**src/idecad_defines.vh**
```
// Constants for the instruction decode and addressing block
`ifndef IDECAD_DEFINES_VH
`define IDECAD_DEFINES_VH
// Array geometry
`define IDECAD_ARRAY_DEPTH 16
`define IDECAD_WORD_W 16
`define IDECAD_ADDR_W 9
`define IDECAD_IO_ADDR_W 8
// Instruction buffer nibble positions
`define IDECAD_HI_NIB_LSB 12
`define IDECAD_LO_NIB_LSB 8
`define IDECAD_MID_NIB_LSB 4
// High array control bit positions
`define IDECAD_HB_SWAP 0
`define IDECAD_HB_TEN 10
`define IDECAD_HB_TWELVE 12
`define IDECAD_HB_THIRTEEN 13
`define IDECAD_HB_FOURTEEN 14
`define IDECAD_HB_FIFTEEN 15
// Low array control bit positions
`define IDECAD_LB_NINE 9
`define IDECAD_LB_THIRTEEN 13
// Field codes
`define IDECAD_TEST_NONE 2'h0
`define IDECAD_SEQ_NONE 2'h0
`define IDECAD_MODE_WAIT_DONE 4'h2
`define IDECAD_MODE_IO_NODEC 4'he
// Reset values
`define IDECAD_ADDR_RST 9'h000
`define IDECAD_IO_ADDR_RST 8'h00
`endif

```
**src/idecad_top.v**
```verilog
// Instruction decode addressing and I/O request control
`timescale 1ns/1ps
`include "idecad_defines.vh"
// Behaviour
// - Map instruction to 9-bit store address
// - Two 16x16 arrays, fixed or writable
// - High array by bits 15-12, low by 11-8
// - Decode only when test/sequence 00, group X1XX
// - Enabled interrupt overrides decode with interrupt address
// - Mode 11X0 suppresses decode; field-selection otherwise
// - High array bits 8-0 always contribute
// - Low bits 8-4 when high twelve/fifteen zero
// - Low bits 3-0 with bit ten and twelve/fifteen
// - Instruction bits 7-4 per fourteen/fifteen/low thirteen
// - Instruction bits 3-0 per thirteen/fifteen/low thirteen
// - Address bit 2 takes bit 03 on swap
// - High array bits 15-9 and low array bits 15-1 exported as class signals
// - Sequence 00, mode 111X issues I/O request
// - Start address from top, second, middle, branch msb
// - Mode 0010 stalls until I/O done
// - Request held while I/O control busy
module idecad_top #(
   parameter [255:0] HIGH_INIT = 256'h0,
   parameter [255:0] LOW_INIT = 256'h0
) (
   // Clock and reset
   input wire sys_clk,
   input wire reset_n,
   // Instruction buffer and microinstruction fields
   input wire [15:0] instr_buf,
   input wire [1:0] test_select_field,
   input wire [1:0] sequence_field,
   input wire [3:0] group_field,
   input wire [3:0] io_mode_field,
   input wire start_addr_top_bit,
   input wire start_addr_second_bit,
   input wire [3:0] start_addr_middle_field,
   input wire branch_field_msb,
   // Alternate address sources from the sequencer
   input wire irq_pending,
   input wire [8:0] irq_addr,
   input wire [8:0] field_sel_addr,
   input wire [8:0] other_addr,
   // Writable array option
   input wire array_writable,
   input wire high_wr_en,
   input wire low_wr_en,
   input wire [3:0] array_wr_addr,
   input wire [15:0] array_wr_data,
   // I/O control handshake (from the independent I/O sequencer)
   input wire io_busy,
   input wire io_accept,
   input wire io_done_n,
   // Addressing results
   output reg [8:0] next_store_addr,
   output reg decode_active,
   output reg [6:0] high_class_bits,
   output reg [14:0] low_class_bits,
   // I/O request outputs
   output reg io_request,
   output reg [7:0] io_start_addr,
   output reg exec_stall
);
   // *****************************
   // Decode arrays
   // *****************************
   wire [3:0] high_index;
   wire [3:0] low_index;
   wire [3:0] instr_mid;
   wire [3:0] instr_low;
   wire [15:0] high_word;
   wire [15:0] low_word;

   // Arrays are read combinationally, so the address follows the buffer in one cycle
   assign high_index = instr_buf[`IDECAD_HI_NIB_LSB +: 4];
   assign low_index = instr_buf[`IDECAD_LO_NIB_LSB +: 4];
   assign instr_mid = instr_buf[`IDECAD_MID_NIB_LSB +: 4];
   assign instr_low = instr_buf[3:0];

   idecad_array #(.INIT(HIGH_INIT)) u_high (
      .sys_clk(sys_clk),
      .reset_n(reset_n),
      .writable(array_writable),
      .wr_en(high_wr_en),
      .wr_addr(array_wr_addr),
      .wr_data(array_wr_data),
      .rd_addr(high_index),
      .rd_data(high_word)
   );

   idecad_array #(.INIT(LOW_INIT)) u_low (
      .sys_clk(sys_clk),
      .reset_n(reset_n),
      .writable(array_writable),
      .wr_en(low_wr_en),
      .wr_addr(array_wr_addr),
      .wr_data(array_wr_data),
      .rd_addr(low_index),
      .rd_data(low_word)
   );

   // *****************************
   // Mode decoding
   // *****************************
   wire seq_zero;
   wire decode_selected;
   wire mode_inhibit;
   wire io_req_cmd;
   wire wait_done_cmd;
   wire decode_en;

   assign seq_zero = (sequence_field == `IDECAD_SEQ_NONE);
   assign decode_selected = (test_select_field == `IDECAD_TEST_NONE) && seq_zero && group_field[2];
   assign mode_inhibit = (io_mode_field[3:2] == 2'h3) && !io_mode_field[0];
   assign io_req_cmd = seq_zero && (io_mode_field[3:1] == 3'h7);
   assign wait_done_cmd = seq_zero && (io_mode_field == `IDECAD_MODE_WAIT_DONE);
   assign decode_en = decode_selected && !mode_inhibit && !irq_pending;

   // *****************************
   // Address components
   // *****************************
   wire hb10;
   wire hb12_or15_low;
   wire hb15_low_la13;
   wire en_low_high;
   wire en_low_low;
   wire en_instr_mid;
   wire en_instr_low;
   wire swap_bit_two;
   wire [8:0] comp_high;
   wire [8:0] comp_low_hi;
   wire [8:0] comp_low_lo;
   wire [3:0] mid_nib;
   wire [8:0] comp_mid;
   wire [8:0] comp_lo_nib;
   wire [8:0] decoded_addr;

   assign hb10 = high_word[`IDECAD_HB_TEN];
   assign hb12_or15_low = !high_word[`IDECAD_HB_TWELVE] || !high_word[`IDECAD_HB_FIFTEEN];
   assign hb15_low_la13 = !high_word[`IDECAD_HB_FIFTEEN] && low_word[`IDECAD_LB_THIRTEEN];

   // One enable per component except comp_high, each taken straight from the array words
   assign en_low_high = hb12_or15_low;
   assign en_low_low = hb12_or15_low && hb10;
   assign en_instr_mid = !high_word[`IDECAD_HB_FOURTEEN] || hb15_low_la13;
   assign en_instr_low = !high_word[`IDECAD_HB_THIRTEEN] || hb15_low_la13;
   assign swap_bit_two = high_word[`IDECAD_HB_SWAP] && low_word[`IDECAD_LB_NINE];

   assign comp_high = high_word[8:0];
   // Disabled components are zero so a plain OR gives the address
   assign comp_low_hi = en_low_high ? {low_word[8:4], 4'h0} : 9'h000;
   assign comp_low_lo = en_low_low ? {5'h00, low_word[3:0]} : 9'h000;
   // Swap bit 06 for bit 03 into address bit 2
   assign mid_nib = swap_bit_two ? {instr_mid[3], instr_low[3], instr_mid[1:0]} : instr_mid;
   assign comp_mid = en_instr_mid ? {5'h00, mid_nib} : 9'h000;
   assign comp_lo_nib = en_instr_low ? {5'h00, instr_low} : 9'h000;
   assign decoded_addr = comp_high | comp_low_hi | comp_low_lo | comp_mid | comp_lo_nib;

   // *****************************
   // Address select
   // *****************************
   localparam SRC_OTHER = 2'h0;
   localparam SRC_IRQ = 2'h1;
   localparam SRC_DECODE = 2'h2;
   localparam SRC_FIELD = 2'h3;

   reg [1:0] addr_source;
   reg [8:0] next_addr_sel;

   // Interrupts outrank the decoder, which outranks field selection
   always @* begin
      if (irq_pending) begin
         addr_source = SRC_IRQ;
      end else if (decode_selected && !mode_inhibit) begin
         addr_source = SRC_DECODE;
      end else if (decode_selected) begin
         addr_source = SRC_FIELD;
      end else begin
         addr_source = SRC_OTHER;
      end
   end

   always @* begin
      case (addr_source)
         SRC_IRQ: begin
            next_addr_sel = irq_addr;
         end
         SRC_DECODE: begin
            next_addr_sel = decoded_addr;
         end
         SRC_FIELD: begin
            next_addr_sel = field_sel_addr;
         end
         default: begin
            next_addr_sel = other_addr;
         end
      endcase
   end

   // *****************************
   // Two-stage input synchroniser for io_done_n of the I/O handshake
   // *****************************
   reg done_n_s1;
   reg done_n_s2;

   always @(posedge sys_clk or negedge reset_n) begin
      if (!reset_n) begin
         done_n_s1 <= 1'b1;
         done_n_s2 <= 1'b1;
      end else begin
         done_n_s1 <= io_done_n;
         done_n_s2 <= done_n_s1;
      end
   end

   // *****************************
   // I/O request and wait state machine
   // *****************************
   localparam ST_RUN = 2'h0;
   localparam ST_REQ_HOLD = 2'h1;
   localparam ST_WAIT_DONE = 2'h2;

   reg [1:0] state;
   reg [1:0] next_state;

   // Busy and accept come from logic on this clock, so they are read directly
   always @* begin
      next_state = state;
      case (state)
         ST_RUN: begin
            if (io_req_cmd && !io_accept) begin
               next_state = ST_REQ_HOLD;
            end else if (wait_done_cmd && done_n_s2) begin
               next_state = ST_WAIT_DONE;
            end
         end
         ST_REQ_HOLD: begin
            if (io_accept && !io_busy) begin
               next_state = ST_RUN;
            end
         end
         ST_WAIT_DONE: begin
            if (!done_n_s2) begin
               next_state = ST_RUN;
            end
         end
         default: begin
            next_state = ST_RUN;
         end
      endcase
   end

   always @(posedge sys_clk or negedge reset_n) begin
      if (!reset_n) begin
         state <= ST_RUN;
      end else begin
         state <= next_state;
      end
   end

   // *****************************
   // Address register
   // *****************************
   always @(posedge sys_clk or negedge reset_n) begin
      if (!reset_n) begin
         next_store_addr <= `IDECAD_ADDR_RST;
         decode_active <= 1'b0;
      end else begin
         // The address is frozen while execution is stalled
         if (next_state == ST_RUN) begin
            next_store_addr <= next_addr_sel;
         end
         decode_active <= decode_en;
      end
   end

   // *****************************
   // Instruction class outputs
   // *****************************
   // Overlap with the address bits is harmless; option logic takes what it needs
   always @(posedge sys_clk or negedge reset_n) begin
      if (!reset_n) begin
         high_class_bits <= 7'h00;
         low_class_bits <= 15'h0000;
      end else begin
         high_class_bits <= high_word[15:9];
         low_class_bits <= low_word[15:1];
      end
   end

   // *****************************
   // I/O request outputs
   // *****************************
   always @(posedge sys_clk or negedge reset_n) begin
      if (!reset_n) begin
         io_request <= 1'b0;
         io_start_addr <= `IDECAD_IO_ADDR_RST;
         exec_stall <= 1'b0;
      end else begin
         io_request <= (next_state == ST_REQ_HOLD) || (io_req_cmd && state == ST_RUN && !io_accept);
         // Captured only on issue, so a held request keeps its start address
         if (io_req_cmd && state == ST_RUN) begin
            io_start_addr <= {start_addr_top_bit, start_addr_second_bit, start_addr_middle_field,
                              branch_field_msb, 1'b0};
         end
         exec_stall <= (next_state != ST_RUN);
      end
   end
endmodule // idecad_top

```
**src/idecad_array.v**
```verilog
// One 16 by 16 decode array, fixed contents or writable
`timescale 1ns/1ps
module idecad_array #(
   parameter [255:0] INIT = 256'h0
) (
   // Clock and reset
   input wire sys_clk,
   input wire reset_n,
   // Option select and write port
   input wire writable,
   input wire wr_en,
   input wire [3:0] wr_addr,
   input wire [15:0] wr_data,
   // Read port
   input wire [3:0] rd_addr,
   output wire [15:0] rd_data
);
   reg [15:0] mem [0:15];
   integer i;
   wire [15:0] fixed_word;

   // The writable copy starts equal to the fixed contents after reset
   always @(posedge sys_clk or negedge reset_n) begin
      if (!reset_n) begin
         for (i = 0; i < 16; i = i + 1) begin
            mem[i] <= INIT[i*16 +: 16];
         end
      end else if (writable && wr_en) begin
         mem[wr_addr] <= wr_data;
      end
   end

   assign fixed_word = INIT[rd_addr*16 +: 16];
   assign rd_data = writable ? mem[rd_addr] : fixed_word;
endmodule // idecad_array

```
**config.mk**
```make
export PLATFORM = sky130hd
export DESIGN_NAME = idecad_top
export DESIGN_NICKNAME = d
export VERILOG_FILES = /design/src/idecad_top.v /design/src/idecad_array.v
export VERILOG_INCLUDE_DIRS = /design/src
export SDC_FILE = /design/constraint.sdc
export NUM_CORES = 1
export LEC_CHECK = 0
export ABC_AREA = 0
export BUFFER_PORTS_ARGS = -buffer_cell sky130_fd_sc_hd__clkbuf_2
export CORE_AREA = 2 2 210 212
export CTS_BUF_LIST = sky130_fd_sc_hd__clkbuf_4
export DETAILED_ROUTE_END_ITERATION = 6
export DIE_AREA = 0 0 212 214
export HOLD_SLACK_MARGIN = 0.02
export PLACE_DENSITY = 0.88
export SLEW_MARGIN = 20
export SYNTH_ARGS = -nofsm -noshare
export SYNTH_HDL_FRONTEND = slang
export SYNTH_HIERARCHICAL = 1
export SYNTH_SLANG_ARGS = --single-unit
export TNS_END_PERCENT = 5
```
**constraint.sdc**
```tcl
create_clock -name sys_clk -period 2.52 [get_ports sys_clk]
set_input_delay 0.126 -clock sys_clk [delete_from_list [all_inputs] [get_ports sys_clk]]
set_output_delay 0.126 -clock sys_clk [all_outputs]
set_load 0.005 [all_outputs]
```
### Yosys cells after proc, flatten, opt, wreduce, memory -nomap -nowiden

Cells that the tools add are included.

| storage, ports and cells | value |
|---|---|
| RAM bits | 0 |
| logic and storage cells | 126 |
| bits in registers | 557 |
| bits in read-only memories | 0 |
| output and inout bits | 42 |
| memories | 0 |
| latch bits | 0 |

| cells by class | value |
|---|---|
| reductions and logical operators | 36 |
| equal/unequal tests | 9 |
| bitwise operators | 7 |
| div/mod/pow operators | 0 |
| $lt $le $gt $ge | 4 |
| multiply operators | 0 |
| multiplexer cells | 26 |
| shift-type cells | 2 |
| $add $sub $neg | 0 |

Operators by type and width:

| kind | count |
|---|---|
| bitwise mux 256 bit | 2 |
| indexed part select 256 x 9 -> 16 bit, first input constant | 2 |
| binary-select mux 16 bit (select 4 bit) | 2 |
| 2-to-1 mux 16 bit | 7 |
| demux 16 bit (select 4 bit) | 1 |
| bitwise OR 9 x 4 -> 9 bit | 3 |
| case mux 9 bit (3 select lines) | 1 |
| logical AND 1 bit | 18 |
| >= comparator 5 bit, second input constant | 3 |
| inverter 4 -> 5 bit | 3 |
| 2-to-1 mux 2 bit | 7 |
| 2-to-1 mux 4 bit | 3 |
| logical NOT 1 bit | 9 |
| 2-to-1 mux 9 bit | 1 |
| bitwise OR 9 bit | 1 |
| equality test 2 bit, second input constant | 4 |
| logical NOT 2 bit | 4 |
| equality test 2 x 1 -> 1 bit, second input constant | 3 |
| case mux 2 bit (3 select lines) | 1 |
| less-than comparator 5 x 1 -> 1 bit, second input constant | 1 |
| equality test 4 x 2 -> 1 bit, second input constant | 1 |
| logical OR 1 bit | 4 |
| equality test 3 bit, second input constant | 1 |
| 2-to-1 mux 3 bit | 1 |
| nonzero test 2 bit | 1 |

### Logic depth before layout (Yosys ltp)

| logic depth | value |
|---|---|
| word-level depth | 13 |
| mapped depth | 12 |

### By module

The synthesis kept the hierarchy.

Modules (own cells, without submodules):

| module | cells each | area each (um^2) | seq. area each (um^2) | times used |
|---|---|---|---|---|
| idecad_array | 836 | 11,786.3 | 6,406.1 | 2 |
| idecad_top | 160 | 1,961.9 | 1,128.6 | 1 |

### Worst setup path before layout

Ideal clock, no wire load.

| timing path | value |
|---|---|
| path kind | input port to flip-flop |
| from | input instr_buf[12] |
| to | register next_store_addr[4] |
| setup time | 0.129 ns |
| data arrival time | 2.179 ns |
| path slack | 0.212 ns |
| stages | 12 |
| path buffers | 4 |
| cell sequence | buf_4 > buf_4 > buf_6 > buf_4 > mux2i_1 > a22oi_1 > nand2_1 > o21ai_0 > nand2_1 > a211o_1 > a221oi_1 > o31ai_1 |

| on the way | value |
|---|---|
| word-level cells in the longest chain between the ends | 13 |
| elaborated cells on any way between the ends | 15 |
| those cells by class | shift (1); mux (6); bitwise (5); reduce/logical (3) |

RTL lines:

| item | RTL line | text |
|---|---|---|
| from (decl) | idecad_top.v:30 | `input wire [15:0] instr_buf,` |
| branches (longest 4 deep; another with indexed part select 256 x 9 -> 16 bit) | -- |  |
| 2-to-1 mux 16 bit (*) | idecad_array.v:34 | `assign rd_data = writable ? mem[rd_addr] : fixed_word;` |
| named net high_word[15] | idecad_top.v:71 | `wire [15:0] high_word;` |
| logical NOT 1 bit (*) | idecad_top.v:139 | `` assign hb12_or15_low = !high_word[`IDECAD_HB_TWELVE] \|\| !high_word[`IDECAD_HB_FIFTEEN]; `` |
| logical OR 1 bit (*) | idecad_top.v:139 |  |
| 2-to-1 mux 9 bit (*) | idecad_top.v:151 | `assign comp_low_hi = en_low_high ? {low_word[8:4], 4'h0} : 9'h000;` |
| bitwise OR 9 bit (*) | idecad_top.v:157 | `assign decoded_addr = comp_high \| comp_low_hi \| comp_low_lo \| comp_mid \| comp_lo_nib;` |
| bitwise OR 9 x 4 -> 9 bit (*) (3 in a row) | idecad_top.v:157 |  |
| case mux 9 bit (3 select lines) (*) | idecad_top.v:184 | `case (addr_source)` |
| to (signal assigned) | idecad_top.v:266 | `` next_store_addr <= `IDECAD_ADDR_RST; `` |
| to (signal assigned) | idecad_top.v:271 | `next_store_addr <= next_addr_sel;` |
| to (decl) | idecad_top.v:55 | `output reg [8:0] next_store_addr,` |

Mark *: on every way through the listed nets, which the timed path passes. The select of a mux whose other input is x is not followed.
A chain may end at the register's enable or synchronous reset.

### Worst setup path after layout

| timing path | value |
|---|---|
| from | register u_low/mem[137] (netlist name) |
| to | register next_store_addr[2] |

| on the way | value |
|---|---|
| word-level cells in the longest chain between the ends | 10 |

RTL lines:

| item | RTL line | text |
|---|---|---|
| from (decl) | idecad_array.v:18 | `reg [15:0] mem [0:15];` |
| from (signal, indexed assignment) | idecad_array.v:26 | `mem[i] <= INIT[i*16 +: 16];` |
| from (signal, indexed assignment) | idecad_array.v:29 | `mem[wr_addr] <= wr_data;` |
| binary-select mux 16 bit (select 4 bit) | idecad_array.v:34 |  |
| 2-to-1 mux 16 bit (not written as such) (2 in a row) | idecad_array.v:34 |  |
| 2-to-1 mux 16 bit | idecad_array.v:34 |  |
| named net low_word[9] | idecad_top.v:72 | `wire [15:0] low_word;` |
| logical AND 1 bit | idecad_top.v:147 | `` assign swap_bit_two = high_word[`IDECAD_HB_SWAP] && low_word[`IDECAD_LB_NINE]; `` |
| 2-to-1 mux 3 bit | idecad_top.v:154 | `assign mid_nib = swap_bit_two ? {instr_mid[3], instr_low[3], instr_mid[1:0]} : instr_mid;` |
| 2-to-1 mux 4 bit | idecad_top.v:155 | `assign comp_mid = en_instr_mid ? {5'h00, mid_nib} : 9'h000;` |
| bitwise OR 9 x 4 -> 9 bit (2 in a row) | idecad_top.v:157 |  |
| case mux 9 bit (3 select lines) | idecad_top.v:184 |  |

The timed path passes the listed nets, and every way through them passes these cells. The select of a mux whose other input is x is not followed.

==> flow_summary.toml <==
[grt]
antenna_found_initial = 7
grt_pass1_vias = 19860
grt_util_all_layers_pct = 32.61
grt_max_degree = 67
grt_pass1_wl_um = 111900
gr-total-overflow = 0

[place]
dp_slack_ns = 0.004925
dpl.hpwl_um = 42120
globalplace.congestion = 0.8901
io_buffers = 128
placedCellCount = 2532

[clock_tree]
htreeDepth = 4
cts_root_buffer = "clkbuf_4"
cts_tree = "yes"
cts.sink_count = 557
post_cts_buffers = 0
cts_max_path_buffers = 3
cts.clk_slew.worst_paths_ns = 0.07
cts_inserted_buffers = 138
clk_latency_ns = 0.84

[setup_path]
cpMaxStageDelayCell = "mux4_2"
slowest_delay_ns = 0.45
crit_path_end_kind = "flip-flop"
startpoint_type = "flip-flop"
path_buf_inv = 0
cp_max_fo = 3
worstRegToRegCells = 8
cp_top_family = "simple AND/OR/NAND/NOR gates"
cp.arrival_ns = 3.13
cp.required_ns = 3.21
path_cells = "mux4_2 > nand2b_1 > nand3_1 > o21ai_0 > nand2_1 > o221ai_1 > and4_1 > o31ai_1"
path_class = "flip-flop to flip-flop"
worst-path-stages = 8

[drt]
wirelength_um = 73110
antenna_left = 0
route.vias.total = 18220
wl_per_cell_um = 25.64
drt_iter0_drc = 1628
drc_errors = 6
drtPass1Iterations = 7
viasPerCell = 6.388

[power_and_ir_drop]
clkPwrFrac_pct = 32.7
seq_power_share_pct = 49.7
switchingPower_w = 0.006398
powerDensity_mw_per_mm2 = 774.8
p_leak_nw = 14.31
report.power.total_w = 0.02330
power_frac_comb_pct = 17.6
swShare_pct = 27.46
p_int_w = 0.01690
peakVddDrop_v = 0.0006011

[cells_and_area]
n_fill_cell = 2610
syn2layout_area_growth_pct = 17.76
num-nets-final = 2271
finalNonFillerCells = 2852
finalCoreUtilization_pct = 70.11
final_cell_mix = "555 x dfrtp_1, 519 x mux2_2, 212 x mux2i_1"
final_common_cell = "dfrtp_1"
drive_gt1_share_pct = 45.16

[yosys]
syn_nets = 1923
synth_area_leader_cell = "dfrtp_1"
yosysWarningCount = 6
synthCells = 1832
avgSynthCellArea_um2 = 13.94
netlist_area_mm2 = 0.02553
yosysUniqueCellTypes = 54
ys_top_cells_by_area = "dfrtp_1 54%, mux2_2 23%, mux2i_1 8.3%"
yosys.area.top_type_share_pct = 54.39
synth-seq-cells = 557
yosysSeqAreaShare_pct = 54.60

[worst_hold_path]
hold_depth = 6
hold_path_class = "input pin to flip-flop"

[timing]
slew_headroom_pct = 33.68
skew_ns = 0.03906
grt_setup_unrepaired = "no"
worst_slack_ns = 0.08275
tightestPinTransition_ns = 0.9948
hold_viol_final = 0
period_needed_ns = 2.437
setup_viol = 0
drv_slew = 0
fmax_mhz = 410.3
setup_tns_ns = 0
finalCritPeriodShare_pct = 96.72

[job]
drv_cap = 0

[outcome]
violations = "design-rule violations"
status = "finished with violations"

[floorplan]
initial_core_util_pct = 59.54
ioPinCount = 133
die_area_mm2 = 0.04537
die_w_um = 212
core_area_mm2 = 0.04289
die_h_um = 214
rows = 76
==> worst paths after layout <==
path                                      end  slack (ns)            from
min                         low_class_bits[7]        0.12    instr_buf[9]
max                        next_store_addr[2]        0.08  u_low/mem[137]
min in group asynchronous            state[0]        0.55         reset_n
min reg2reg                         done_n_s2        0.38       done_n_s1
max in group asynchronous      u_low/mem[250]        1.44         reset_n
max reg2reg                next_store_addr[2]        0.08  u_low/mem[137]
==> power by group through the flow <==
stage / Clock, W / Sequential [W] / Combinational, W
after floorplan: 0 / 0.0114 / 0.00265
after global placement: 0 / 0.0115 / 0.00360
after detailed placement: 0 / 0.0116 / 0.00381
after CTS: 0.00765 / 0.0115 / 0.00398
after global routing: 0.00819 / 0.0117 / 0.00439
final: 0.00762 / 0.0116 / 0.00410
==> registers in the layout, summed over array words and instances, names as in the netlist <==
signal,count
exec_stall,1
u_high/mem,256
high_class_bits,7
io_request,1
next_store_addr,9
done_n_s2,1
decode_active,1
u_low/mem,256
io_start_addr,7
low_class_bits,15
done_n_s1,1
state,2
==> layer usage <==
layer  vias up  GRT usage (%)  wire length [um]
met2      1107          51.04             35120
met3       363          8.518              6441
li1       7530              -                 -
met1      9218          39.97             26780
met4         2          21.55              4758
met5         -              0                13
==> Yosys cell counts, drive strengths merged <==
library cell and instances:
a211o 5, a21o 1, a21oi 7, a221oi 8, a22oi 104, a31o 1, a31oi 2, a32o 2
and2 2, and3b 2, and4 4, buf 70, clkbuf 66, conb 1, dfrtp 555, dfstp 2
inv 4, mux2 519, mux2i 212, mux4 22, nand2 50, nand2b 23, nand3 33, nand3b 1
nand4 2, nand4b 4, nand4bb 1, nor2 23, nor2b 12, nor3 6, nor3b 2, nor4 7
o211a 5, o211ai 4, o21ai 43, o221ai 1, o31a 4, o31ai 9, or2 2, or3 4
or3b 1, or4 4, or4b 2
==> metrics by stage <==
| step | area (um2) | hold WS [ns] |
|---|---|---|
| 5_1_grt | 30070 | 0.07118 |
| 3_5_place_dp | 27410 | 0.1097 |
| 4_1_cts | 30050 | 0.02434 |
| 2_1_floorplan | 25530 | -0.1696 |
| 3_3_place_gp | 27410 | 0.09761 |
| 6_report | 30070 | 0.1186 |
==> layout make-up <==
type	instances	area, um2	share of cell area, %
antenna	6	15.01	0.04993
multi-input combinational	1135	10930	36.34
clock inverter	27	234.0	0.7781
tap	585	732.0	2.434
sequential	557	13940	46.36
inverter	4	15.01	0.04993
clock buffer	194	1456	4.844
timing repair buffer	344	2748	9.138
==> timing repair <==
item / in CTS / in global routing
endpoints found under the setup margin: 0 / 15
endpoints found under the hold margin: 593 / 0
hold buffers: 93 / 0
gates resized for setup: 0 / 2
==> cells by family after synthesis <==
family | share of synthesized area [%]
AOI/OAI and AO/OA | 5.439
buffers and inverters | 2.744
DFF | 54.60
muxes | 33.14
other | 0.01469
and+or+nand+nor | 4.067
==> worst reg2reg max path: cells and delay by family (launching register included) <==
| family | cells | cell delay [ns] |
|---|---|---|
| AO/OA/AOI/OAI | 3 | 0.70 |
| flip-flops | 1 | 0.38 |
| multiplexers | 1 | 0.45 |
| AND/OR/NAND/NOR | 4 | 0.76 |
No activity file was read; power rests on OpenSTA's default activity.
